`config.mk`:
```
export PLATFORM = sky130hd
export DESIGN_NAME = emcc_top
export DESIGN_NICKNAME = d
export VERILOG_FILES = /design/src/emcc_pkg.sv /design/src/emcc_phase.sv /design/src/emcc_refresh.sv /design/src/emcc_top.sv
export VERILOG_INCLUDE_DIRS = /design/src
export SDC_FILE = /design/constraint.sdc
export NUM_CORES = 1
export LEC_CHECK = 0
export ABC_AREA = 1
export BUFFER_PORTS_ARGS = -buffer_cell sky130_fd_sc_hd__clkbuf_2
export CELL_PAD_IN_SITES_DETAIL_PLACEMENT = 1
export CELL_PAD_IN_SITES_GLOBAL_PLACEMENT = 1
export CORE_ASPECT_RATIO = 0.7
export CORE_MARGIN = 2
export CORE_UTILIZATION = 43
export DETAILED_ROUTE_END_ITERATION = 10
export HOLD_SLACK_MARGIN = 0.06
export PLACE_DENSITY = 0.91
export RECOVER_POWER = 50
export SLEW_MARGIN = 15
export SYNTH_ARGS = -nofsm -noshare
export SYNTH_HDL_FRONTEND = slang
export SYNTH_HIERARCHICAL = 1
export SYNTH_SLANG_ARGS = --single-unit
```
`constraint.sdc`:
```
create_clock -name clk_sys -period 6.9 [get_ports clk_sys]
set_input_delay 1.035 -clock clk_sys [delete_from_list [all_inputs] [get_ports clk_sys]]
set_output_delay 1.035 -clock clk_sys [all_outputs]
set_load 0.01 [all_outputs]
```
`src/emcc_regs.svh`:
```
`ifndef EMCC_REGS_SVH
`define EMCC_REGS_SVH

// Memory cycle framing in master clock periods
`define EMCC_CYCLE_SLOTS 6
`define EMCC_LAST_SLOT 3'h5
// DRAM slot windows, inclusive
`define EMCC_RAS_FIRST 3'h1
`define EMCC_RAS_LAST 3'h4
`define EMCC_CAS_FIRST 3'h3
`define EMCC_COL_FIRST 3'h2
`define EMCC_WE_FIRST 3'h1
// Linear memory windows
`define EMCC_OE_FIRST 3'h2
// SDRAM command slots
`define EMCC_SD_ACT_SLOT 3'h1
`define EMCC_SD_RW_SLOT 3'h3
`define EMCC_SD_MRS_SLOT2 3'h2
// SDRAM commands as {ras_n, cas_n, we_n}
`define EMCC_CMD_NOP 3'h7
`define EMCC_CMD_ACT 3'h3
`define EMCC_CMD_RD 3'h5
`define EMCC_CMD_WR 3'h4
`define EMCC_CMD_REF 3'h1
`define EMCC_CMD_PRE 3'h2
`define EMCC_CMD_MRS 3'h0
// Sequential, burst 1, CAS latency 2, standard op, programmed write burst
`define EMCC_SD_MODE 12'h020
`define EMCC_SD_AP_BIT 10
`define EMCC_INIT_REFS 4'h8
// Refresh scheduling
`define EMCC_REF_PERIOD 512
`define EMCC_REF_ROW_W 12

`endif

```
`src/emcc_pkg.sv`:
```
package emcc_pkg;

  typedef enum logic [1:0] {
    EMCC_I_PRE,
    EMCC_I_REF,
    EMCC_I_MRS,
    EMCC_I_RUN
  } emcc_init_t;

  typedef enum logic [3:0] {
    EMCC_K_IDLE,
    EMCC_K_LIN_RD,
    EMCC_K_LIN_WR,
    EMCC_K_DR_RD,
    EMCC_K_DR_WR,
    EMCC_K_DR_REF,
    EMCC_K_SD_RD,
    EMCC_K_SD_WR,
    EMCC_K_SD_REF,
    EMCC_K_SD_PRE,
    EMCC_K_SD_MRS
  } emcc_kind_t;

  typedef struct packed {
    emcc_init_t init;
    emcc_kind_t kind;
    logic [3:0] ref_cnt;
    logic sdram;
    logic ras_n;
    logic cas_n;
    logic we_n;
    logic cs_n;
    logic oe_n;
    logic [11:0] maddr;
    logic [23:0] laddr;
    logic [23:0] addr;
    logic [15:0] wdata;
    logic [15:0] dq;
    logic dq_oe_n;
    logic [15:0] rd_data;
    logic rd_valid;
  } emcc_state_t;

endpackage : emcc_pkg

```
`src/emcc_phase.sv`:
```
`timescale 1ns/1ps
`include "emcc_regs.svh"

module emcc_phase
  import emcc_pkg::*;
(
  // Clock and reset
  input wire logic clk_sys,
  input wire logic rst_n,
  // Slot position
  output logic [2:0] phase,
  output logic last_slot
);

  logic [2:0] phase_r;
  logic [2:0] phase_nxt;

  always_comb
  begin
    phase_nxt = (phase_r == `EMCC_LAST_SLOT) ? 3'h0 : phase_r + 3'h1;
  end

  always_ff @(posedge clk_sys)
  begin
    if (!rst_n)
      phase_r <= 3'h0;
    else
      phase_r <= phase_nxt;
  end

  assign phase = phase_r;
  assign last_slot = (phase_r == `EMCC_LAST_SLOT);
endmodule : emcc_phase

```
`src/emcc_refresh.sv`:
```
`timescale 1ns/1ps
`include "emcc_regs.svh"

module emcc_refresh
  import emcc_pkg::*;
#(
  parameter int PERIOD = `EMCC_REF_PERIOD,
  parameter int ROW_W = `EMCC_REF_ROW_W
)
(
  // Clock and reset
  input wire logic clk_sys,
  input wire logic rst_n,
  // Refresh handshake
  input wire logic ref_ack,
  output logic ref_pending,
  output logic [ROW_W-1:0] ref_row
);

  localparam int TW = $clog2(PERIOD);

  logic [TW-1:0] tick_r;
  logic pend_r;
  logic [ROW_W-1:0] row_r;
  logic tick_done;

  assign tick_done = (tick_r == TW'(PERIOD - 1));

  always_ff @(posedge clk_sys)
  begin
    if (!rst_n)
    begin
      tick_r <= '0;
      pend_r <= 1'b0;
      row_r <= '0;
    end
    else
    begin
      tick_r <= tick_done ? '0 : tick_r + TW'(1);
      // A new tick in the ack cycle keeps the request alive
      pend_r <= tick_done | (pend_r & ~ref_ack);
      if (ref_ack)
        row_r <= row_r + ROW_W'(1);
    end
  end

  assign ref_pending = pend_r;
  assign ref_row = row_r;
endmodule : emcc_refresh

```
`src/emcc_top.sv`:
```
`timescale 1ns/1ps
`include "emcc_regs.svh"

module emcc_top
  import emcc_pkg::*;
(
  // Clock and reset
  input wire logic clk_sys,
  input wire logic rst_n,
  // Access requests
  input wire logic req_valid,
  output logic req_ready,
  input wire logic req_write,
  input wire logic dram_select,
  input wire logic [23:0] req_addr,
  input wire logic [15:0] req_wdata,
  output logic [15:0] rd_data,
  output logic rd_valid,
  // Memory address and control
  output logic [23:0] linear_addr,
  output logic [11:0] muxed_addr,
  output logic mem_chip_select_zero_n,
  output logic mem_output_enable_n,
  output logic mem_write_enable_n,
  output logic master_clock_out,
  // Row and column strobes, row strobe sensed during reset
  input wire logic row_strobe_n_in,
  output logic row_strobe_n_out,
  output logic row_strobe_n_oe_n,
  input wire logic col_strobe_n_in,
  output logic col_strobe_n_out,
  output logic col_strobe_n_oe_n,
  // Memory data bus
  input wire logic [15:0] mem_dq_in,
  output logic [15:0] mem_dq_out,
  output logic mem_dq_oe_n
);

  emcc_state_t st_r;
  emcc_state_t st_nxt;
  logic [2:0] phase;
  logic last_slot;
  logic ref_pending;
  logic ref_ack;
  logic [11:0] ref_row;
  logic [2:0] s;
  emcc_kind_t k;
  logic [23:0] a;
  logic [11:0] row_addr;
  logic [11:0] col_addr;
  logic [2:0] cmd;
  logic accept;

  emcc_phase u_phase (
    .clk_sys(clk_sys),
    .rst_n(rst_n),
    .phase(phase),
    .last_slot(last_slot)
  );

  emcc_refresh #(
    .PERIOD(`EMCC_REF_PERIOD),
    .ROW_W(`EMCC_REF_ROW_W)
  ) u_refresh (
    .clk_sys(clk_sys),
    .rst_n(rst_n),
    .ref_ack(ref_ack),
    .ref_pending(ref_pending),
    .ref_row(ref_row)
  );

  // New work is only taken at the cycle boundary, refresh first
  assign req_ready = last_slot && st_r.init == EMCC_I_RUN && !ref_pending;
  assign accept = req_valid && req_ready;

  always_comb
  begin
    st_nxt = st_r;
    ref_ack = 1'b0;
    s = last_slot ? 3'h0 : phase + 3'h1;
    k = st_r.kind;
    st_nxt.rd_valid = 1'b0;
    if (last_slot)
    begin
      k = EMCC_K_IDLE;
      // Read data are sampled at the end of the last slot
      if (st_r.kind == EMCC_K_LIN_RD || st_r.kind == EMCC_K_DR_RD || st_r.kind == EMCC_K_SD_RD)
      begin
        st_nxt.rd_data = mem_dq_in;
        st_nxt.rd_valid = 1'b1;
      end
      unique case (st_r.init)
        EMCC_I_PRE:
        begin
          if (st_r.sdram)
          begin
            k = EMCC_K_SD_PRE;
            st_nxt.init = EMCC_I_REF;
          end
          else
            st_nxt.init = EMCC_I_RUN;
        end
        EMCC_I_REF:
        begin
          k = EMCC_K_SD_REF;
          st_nxt.ref_cnt = st_r.ref_cnt + 4'h1;
          if (st_r.ref_cnt == `EMCC_INIT_REFS - 4'h1)
            st_nxt.init = EMCC_I_MRS;
        end
        EMCC_I_MRS:
        begin
          k = EMCC_K_SD_MRS;
          st_nxt.init = EMCC_I_RUN;
        end
        EMCC_I_RUN:
        begin
          if (ref_pending)
          begin
            k = st_r.sdram ? EMCC_K_SD_REF : EMCC_K_DR_REF;
            ref_ack = 1'b1;
          end
          else if (accept)
          begin
            st_nxt.addr = req_addr;
            st_nxt.wdata = req_wdata;
            if (!dram_select)
              k = req_write ? EMCC_K_LIN_WR : EMCC_K_LIN_RD;
            else if (st_r.sdram)
              k = req_write ? EMCC_K_SD_WR : EMCC_K_SD_RD;
            else
              k = req_write ? EMCC_K_DR_WR : EMCC_K_DR_RD;
          end
        end
      endcase
    end
    st_nxt.kind = k;
    a = st_nxt.addr;
    row_addr = {a[22], a[20], a[18], a[8:0]};
    col_addr = {a[23], a[21], a[19], a[17:9]};

    // Idle strobes stay parked high to save power
    st_nxt.ras_n = 1'b1;
    st_nxt.cas_n = 1'b1;
    st_nxt.we_n = 1'b1;
    st_nxt.cs_n = 1'b1;
    st_nxt.oe_n = 1'b1;
    st_nxt.dq_oe_n = 1'b1;
    st_nxt.dq = st_r.dq;
    st_nxt.maddr = st_r.maddr;
    st_nxt.laddr = st_r.laddr;
    cmd = `EMCC_CMD_NOP;

    unique case (k)
      EMCC_K_IDLE:
      begin
      end
      EMCC_K_LIN_RD:
      begin
        st_nxt.laddr = a;
        st_nxt.cs_n = 1'b0;
        st_nxt.oe_n = !(s >= `EMCC_OE_FIRST);
      end
      EMCC_K_LIN_WR:
      begin
        st_nxt.laddr = a;
        st_nxt.cs_n = 1'b0;
        st_nxt.we_n = !(s >= `EMCC_WE_FIRST);
        st_nxt.dq = st_nxt.wdata;
        st_nxt.dq_oe_n = !(s >= `EMCC_WE_FIRST);
      end
      EMCC_K_DR_RD, EMCC_K_DR_WR, EMCC_K_DR_REF:
      begin
        st_nxt.laddr = a;
        st_nxt.ras_n = !(s >= `EMCC_RAS_FIRST && s <= `EMCC_RAS_LAST);
        st_nxt.cs_n = !(s >= `EMCC_RAS_FIRST);
        if (k == EMCC_K_DR_REF)
          st_nxt.maddr = ref_row;
        else
        begin
          st_nxt.cas_n = !(s >= `EMCC_CAS_FIRST);
          st_nxt.maddr = (s >= `EMCC_COL_FIRST) ? col_addr : row_addr;
        end
        if (k == EMCC_K_DR_WR)
        begin
          // Early write: set up before CAS, held to cycle end
          st_nxt.we_n = !(s >= `EMCC_WE_FIRST);
          st_nxt.dq = st_nxt.wdata;
          st_nxt.dq_oe_n = !(s >= `EMCC_WE_FIRST);
        end
      end
      EMCC_K_SD_RD, EMCC_K_SD_WR, EMCC_K_SD_REF, EMCC_K_SD_PRE, EMCC_K_SD_MRS:
      begin
        st_nxt.cs_n = 1'b0;
        st_nxt.laddr = a;
        if (s == `EMCC_SD_ACT_SLOT)
        begin
          unique case (k)
            EMCC_K_SD_REF: cmd = `EMCC_CMD_REF;
            EMCC_K_SD_PRE: cmd = `EMCC_CMD_PRE;
            EMCC_K_SD_MRS: cmd = `EMCC_CMD_MRS;
            default: cmd = `EMCC_CMD_ACT;
          endcase
          st_nxt.maddr = row_addr;
          if (k == EMCC_K_SD_PRE)
            st_nxt.maddr[`EMCC_SD_AP_BIT] = 1'b1;
          if (k == EMCC_K_SD_MRS)
            st_nxt.maddr = `EMCC_SD_MODE;
        end
        else if (s == `EMCC_SD_MRS_SLOT2 && k == EMCC_K_SD_MRS)
          cmd = `EMCC_CMD_MRS;
        else if (s == `EMCC_SD_RW_SLOT && (k == EMCC_K_SD_RD || k == EMCC_K_SD_WR))
        begin
          cmd = (k == EMCC_K_SD_WR) ? `EMCC_CMD_WR : `EMCC_CMD_RD;
          st_nxt.maddr = {1'b0, 1'b1, 1'b0, a[17:9]};
          if (k == EMCC_K_SD_WR)
          begin
            st_nxt.dq = st_nxt.wdata;
            st_nxt.dq_oe_n = 1'b0;
          end
        end
        {st_nxt.ras_n, st_nxt.cas_n, st_nxt.we_n} = cmd;
      end
      default:
      begin
      end
    endcase

    // ROM output enable runs one slot into the next cycle to last five periods
    if (s == 3'h0 && st_r.kind == EMCC_K_LIN_RD)
    begin
      st_nxt.oe_n = 1'b0;
      st_nxt.cs_n = 1'b0;
    end
  end

  always_ff @(posedge clk_sys)
  begin
    if (!rst_n)
    begin
      st_r <= '0;
      st_r.init <= EMCC_I_PRE;
      st_r.kind <= EMCC_K_IDLE;
      st_r.ras_n <= 1'b1;
      st_r.cas_n <= 1'b1;
      st_r.we_n <= 1'b1;
      st_r.cs_n <= 1'b1;
      st_r.oe_n <= 1'b1;
      st_r.dq_oe_n <= 1'b1;
      // Strobe pins are released in reset, so the row strobe pull level is the strap
      st_r.sdram <= row_strobe_n_in;
    end
    else
      st_r <= st_nxt;
  end

  assign master_clock_out = clk_sys & st_r.sdram;
  assign row_strobe_n_out = st_r.ras_n;
  assign col_strobe_n_out = st_r.cas_n;
  // Strobe pins float during reset so the strap can be sensed
  assign row_strobe_n_oe_n = ~rst_n;
  assign col_strobe_n_oe_n = ~rst_n;
  assign linear_addr = st_r.laddr;
  assign muxed_addr = st_r.maddr;
  assign mem_chip_select_zero_n = st_r.cs_n;
  assign mem_output_enable_n = st_r.oe_n;
  assign mem_write_enable_n = st_r.we_n;
  assign mem_dq_out = st_r.dq;
  assign mem_dq_oe_n = st_r.dq_oe_n;
  assign rd_data = st_r.rd_data;
  assign rd_valid = st_r.rd_valid;
endmodule : emcc_top

```
==> results by group <==
Cells and area
  • Multi-input gate area: 3270 µm²
  • Synthesis-to-layout area growth: 11.7%
  • Nets: 1111
  • Number of diodes: 0
  • Layout cells sized above 1: 0.138
  • Fill count: 2141
  • Register Area: 3030 µm²
  • Fin cells: 1272

Pwr
  • Maximum VDD drop: 0.147 mV
  • Static leakage: 3.73 nW
  • Tot Pwr: 2.13 mW
  • Power density over the cells: 261 nW/µm²

Setup path
  • Most used cell, CP: clkbuf_2
  • CP Class: in2out
  • CP Cell Sequence: clkbuf_2 > clkbuf_1 > clkinv_1 > buf_4 > clkbuf_2
  • Max Fanout on Critical Path: 81
  • Largest stage delay, worst path: 1.83 ns
  • Data required, critical path: 5.86 ns
  • Crit end category: primary output
  • Critical Path AT: 3.98 ns
  • Critical-path top delay cell: clkbuf_1
  • Startpoint Class: input pin

Synth
  • Post-synth top area share: 0.412
  • Top cells by area, synth: dfxtp_1 41%, nand2_1 9.1%, nor2_1 8.6%, buf_4 7.7%, o21ai_0 3.7%
  • Register area share after synthesis: 0.416
  • Distinct cells, synth: 39
  • Cell taking the most area after synthesis: dfxtp_1
  • Synth Instances: 978
  • Yosys warnings: 6
  • Avg Cell Area, Syn: 7.46 µm²
  • #FFs+latches synth: 151
  • Syn_nets: 1055
  • Mapped cell area: 7300 µm²

Die
  • Die Ht: 113 µm
  • Initial core utilization: 0.444
  • IO Pins: 142
  • Die span in x: 160 µm
  • Core box area: 16400 µm²
  • Rows: 39
  • Full die area: 18000 µm²

Clock tree
  • Post-CTS sizing: 0
  • Clock-pin slew on the worst setup and hold paths: 0.06 ns
  • Post-CTS Hold Buffers: 0
  • Clock Latency Late Sink: 0.54 ns
  • CTS tree: done
  • Post-CTS Setup Bufs: 0

GRT
  • Largest net degree at the start of global routing: 82
  • First-pass GRT wire length: 34.2 mm
  • Overflow after GRT: 0
  • Initial antenna violation count: 0
  • Gr usage total: 0.240
  • Vias in the first global route: 6764

Place
  • Post-detail-place hpwl: 14.4 mm
  • Routability cong.: 0.801
  • Placed Cells: 1237
  • Port bufs: 140

Timing
  • RSZ-0062 raised after global routing: false
  • Final Setup Violations: 0
  • Tcrit/Tclk final: 0.726
  • Worst-Margin Slew: 2.60 ns
  • Tmin final: 5.01 ns
  • Clk_skew: 0.0114 ns
  • Hold slack: 0.458 ns
  • Slew HR: -0.730
  • F_max: 0.200 GHz
  • Setup_tns: 0 ns
  • Pins Over Slew Limit: 58
  • Hold violation count in the final report: 0

Status
  • Status: complete, but fails checks
  • Failing checks: capacitance limit, slew limit

Route
  • Wirelength, routed: 21.1 mm
  • DRC viols: 0
  • Starting DRC count in detailed routing: 483
  • Vias per cell: 5.19
  • Vias: 6607
  • Total iterations of the first detailed-routing run: 5
  • Final ANT Viol Nets: 0
  • WL/cell: 16.6 µm

Min path
  • Hold Crit Class: reg2reg

Job
  • Max cap viols: 1
==> registers in the layout, summed over array words and instances (netlist names), 3 cells and up <==
signal,flops
muxed_addr,12
st_r,50
linear_addr,24
mem_dq_out,16
u_refresh/tick_r,9
rd_data,16
u_refresh/ref_row,12
u_phase/phase,3
==> cells in the final DEF, fill, tap and decap left out, types with 3 or more instances in the layout <==
master / count
nand3b_1: 9
dfxtp_1: 150
nand4_1: 7
nand2_4: 3
o21a_1: 3
mux2i_1: 24
clkbuf_1: 76
clkinvlp_4: 3
inv_2: 3
nand2_1: 177
inv_6: 4
ha_1: 14
clkinv_2: 3
or2_2: 13
nor2_4: 3
a21boi_0: 10
nand3_1: 50
a21oi_1: 41
clkbuf_2: 65
o21ai_1: 19
inv_1: 67
clkbuf_16: 20
a211oi_1: 18
nor2_1: 169
nand2_2: 8
nor3_1: 5
o21ai_0: 55
nor2_2: 6
==> cells in the mapped netlist <==
cell and instances:
nand2_1 176, nor2_1 168, dfxtp_1 150, buf_4 75, inv_1 65, o21ai_0 54, nand3_1 51, a21oi_1 41
mux2i_1 24, clkbuf_1 21, o21ai_1 20, a211oi_1 18, ha_1 14, or2_2 13, a21boi_0 10, buf_2 10
nand2_2 9, nand3b_1 9, nand4_1 7, inv_2 6, nor2_2 6, nor3_1 5, nor2_4 4, nand2_4 3
o21a_1 3, a31oi_1 2, buf_6 2, a21oi_2 1, buf_1 1, clkinv_2 1, edfxtp_1 1, nand3_2 1
nand4_4 1, nor2_8 1, nor3b_1 1, o2111ai_1 1, o21ai_2 1, o21bai_1 1, xnor2_1 1
==> kinds of logic (layout without fill, tap and decap cells) <==
group | Yosys count | count (layout) | synth area share
compound gates | 152 | 152 | 0.117
xor+xnor | 1 | 1 | 0.00120
fa+ha+maj | 14 | 14 | 0.0240
buf+inv | 181 | 250 | 0.136
flops | 151 | 151 | 0.416
mux | 24 | 24 | 0.0329
simple gates | 455 | 455 | 0.273
==> stage by stage <==
stage	area, µm²	utilization	setup WS (ns)
after floorplan	7300	-	2.31
after global placement	7580	0.461	2.23
after detailed placement	7580	0.461	2.22
after CTS	8250	0.502	1.95
after global routing	8150	0.496	1.52
final	8150	0.496	1.89
==> layout make-up <==
type,instances,share of cell area
clock buffer,21,0.0620
clock inverter,16,0.0210
inverter,71,0.0329
multi-input combinational,646,0.401
sequential,151,0.372
tap,225,0.0345
timing repair buffer,142,0.0762
==> worst paths after layout <==
check                              to  depth (start not counted)           startpoint  slack (ns)
setup / recovery    col_strobe_n_oe_n                          5                rst_n        1.89
hold / removal    u_refresh/tick_r[0]                          1  u_refresh/tick_r[0]        0.46
setup reg to reg       linear_addr[5]                         14     u_phase/phase[0]        2.12
hold reg to reg   u_refresh/tick_r[0]                          1  u_refresh/tick_r[0]        0.46
==> worst max-delay path, delay by kind of cell <==
kind | cells | cell delay, ns
buffers and inverters | 5 | 2.88
==> per-layer routing <==
metal  share of wire  track usage  vias to the layer above  wire, µm
met5               0            0                        -         0
met4           0.022       0.0976                        0       457
met3           0.053       0.0561                       38      1110
met2            0.46        0.400                      202      9810
met1            0.46        0.301                     3166      9720
li1                -            -                     3201         -
==> power breakdown <==
part	internal, mW	leakage (nW)	switching (mW)
Sequential	0.892	1.22	0.0123
Combinational	0.0535	2.17	0.125
Clock	0.619	0.336	0.428
Total	1.56	3.73	0.565
(Power assumes the default switching activity.)
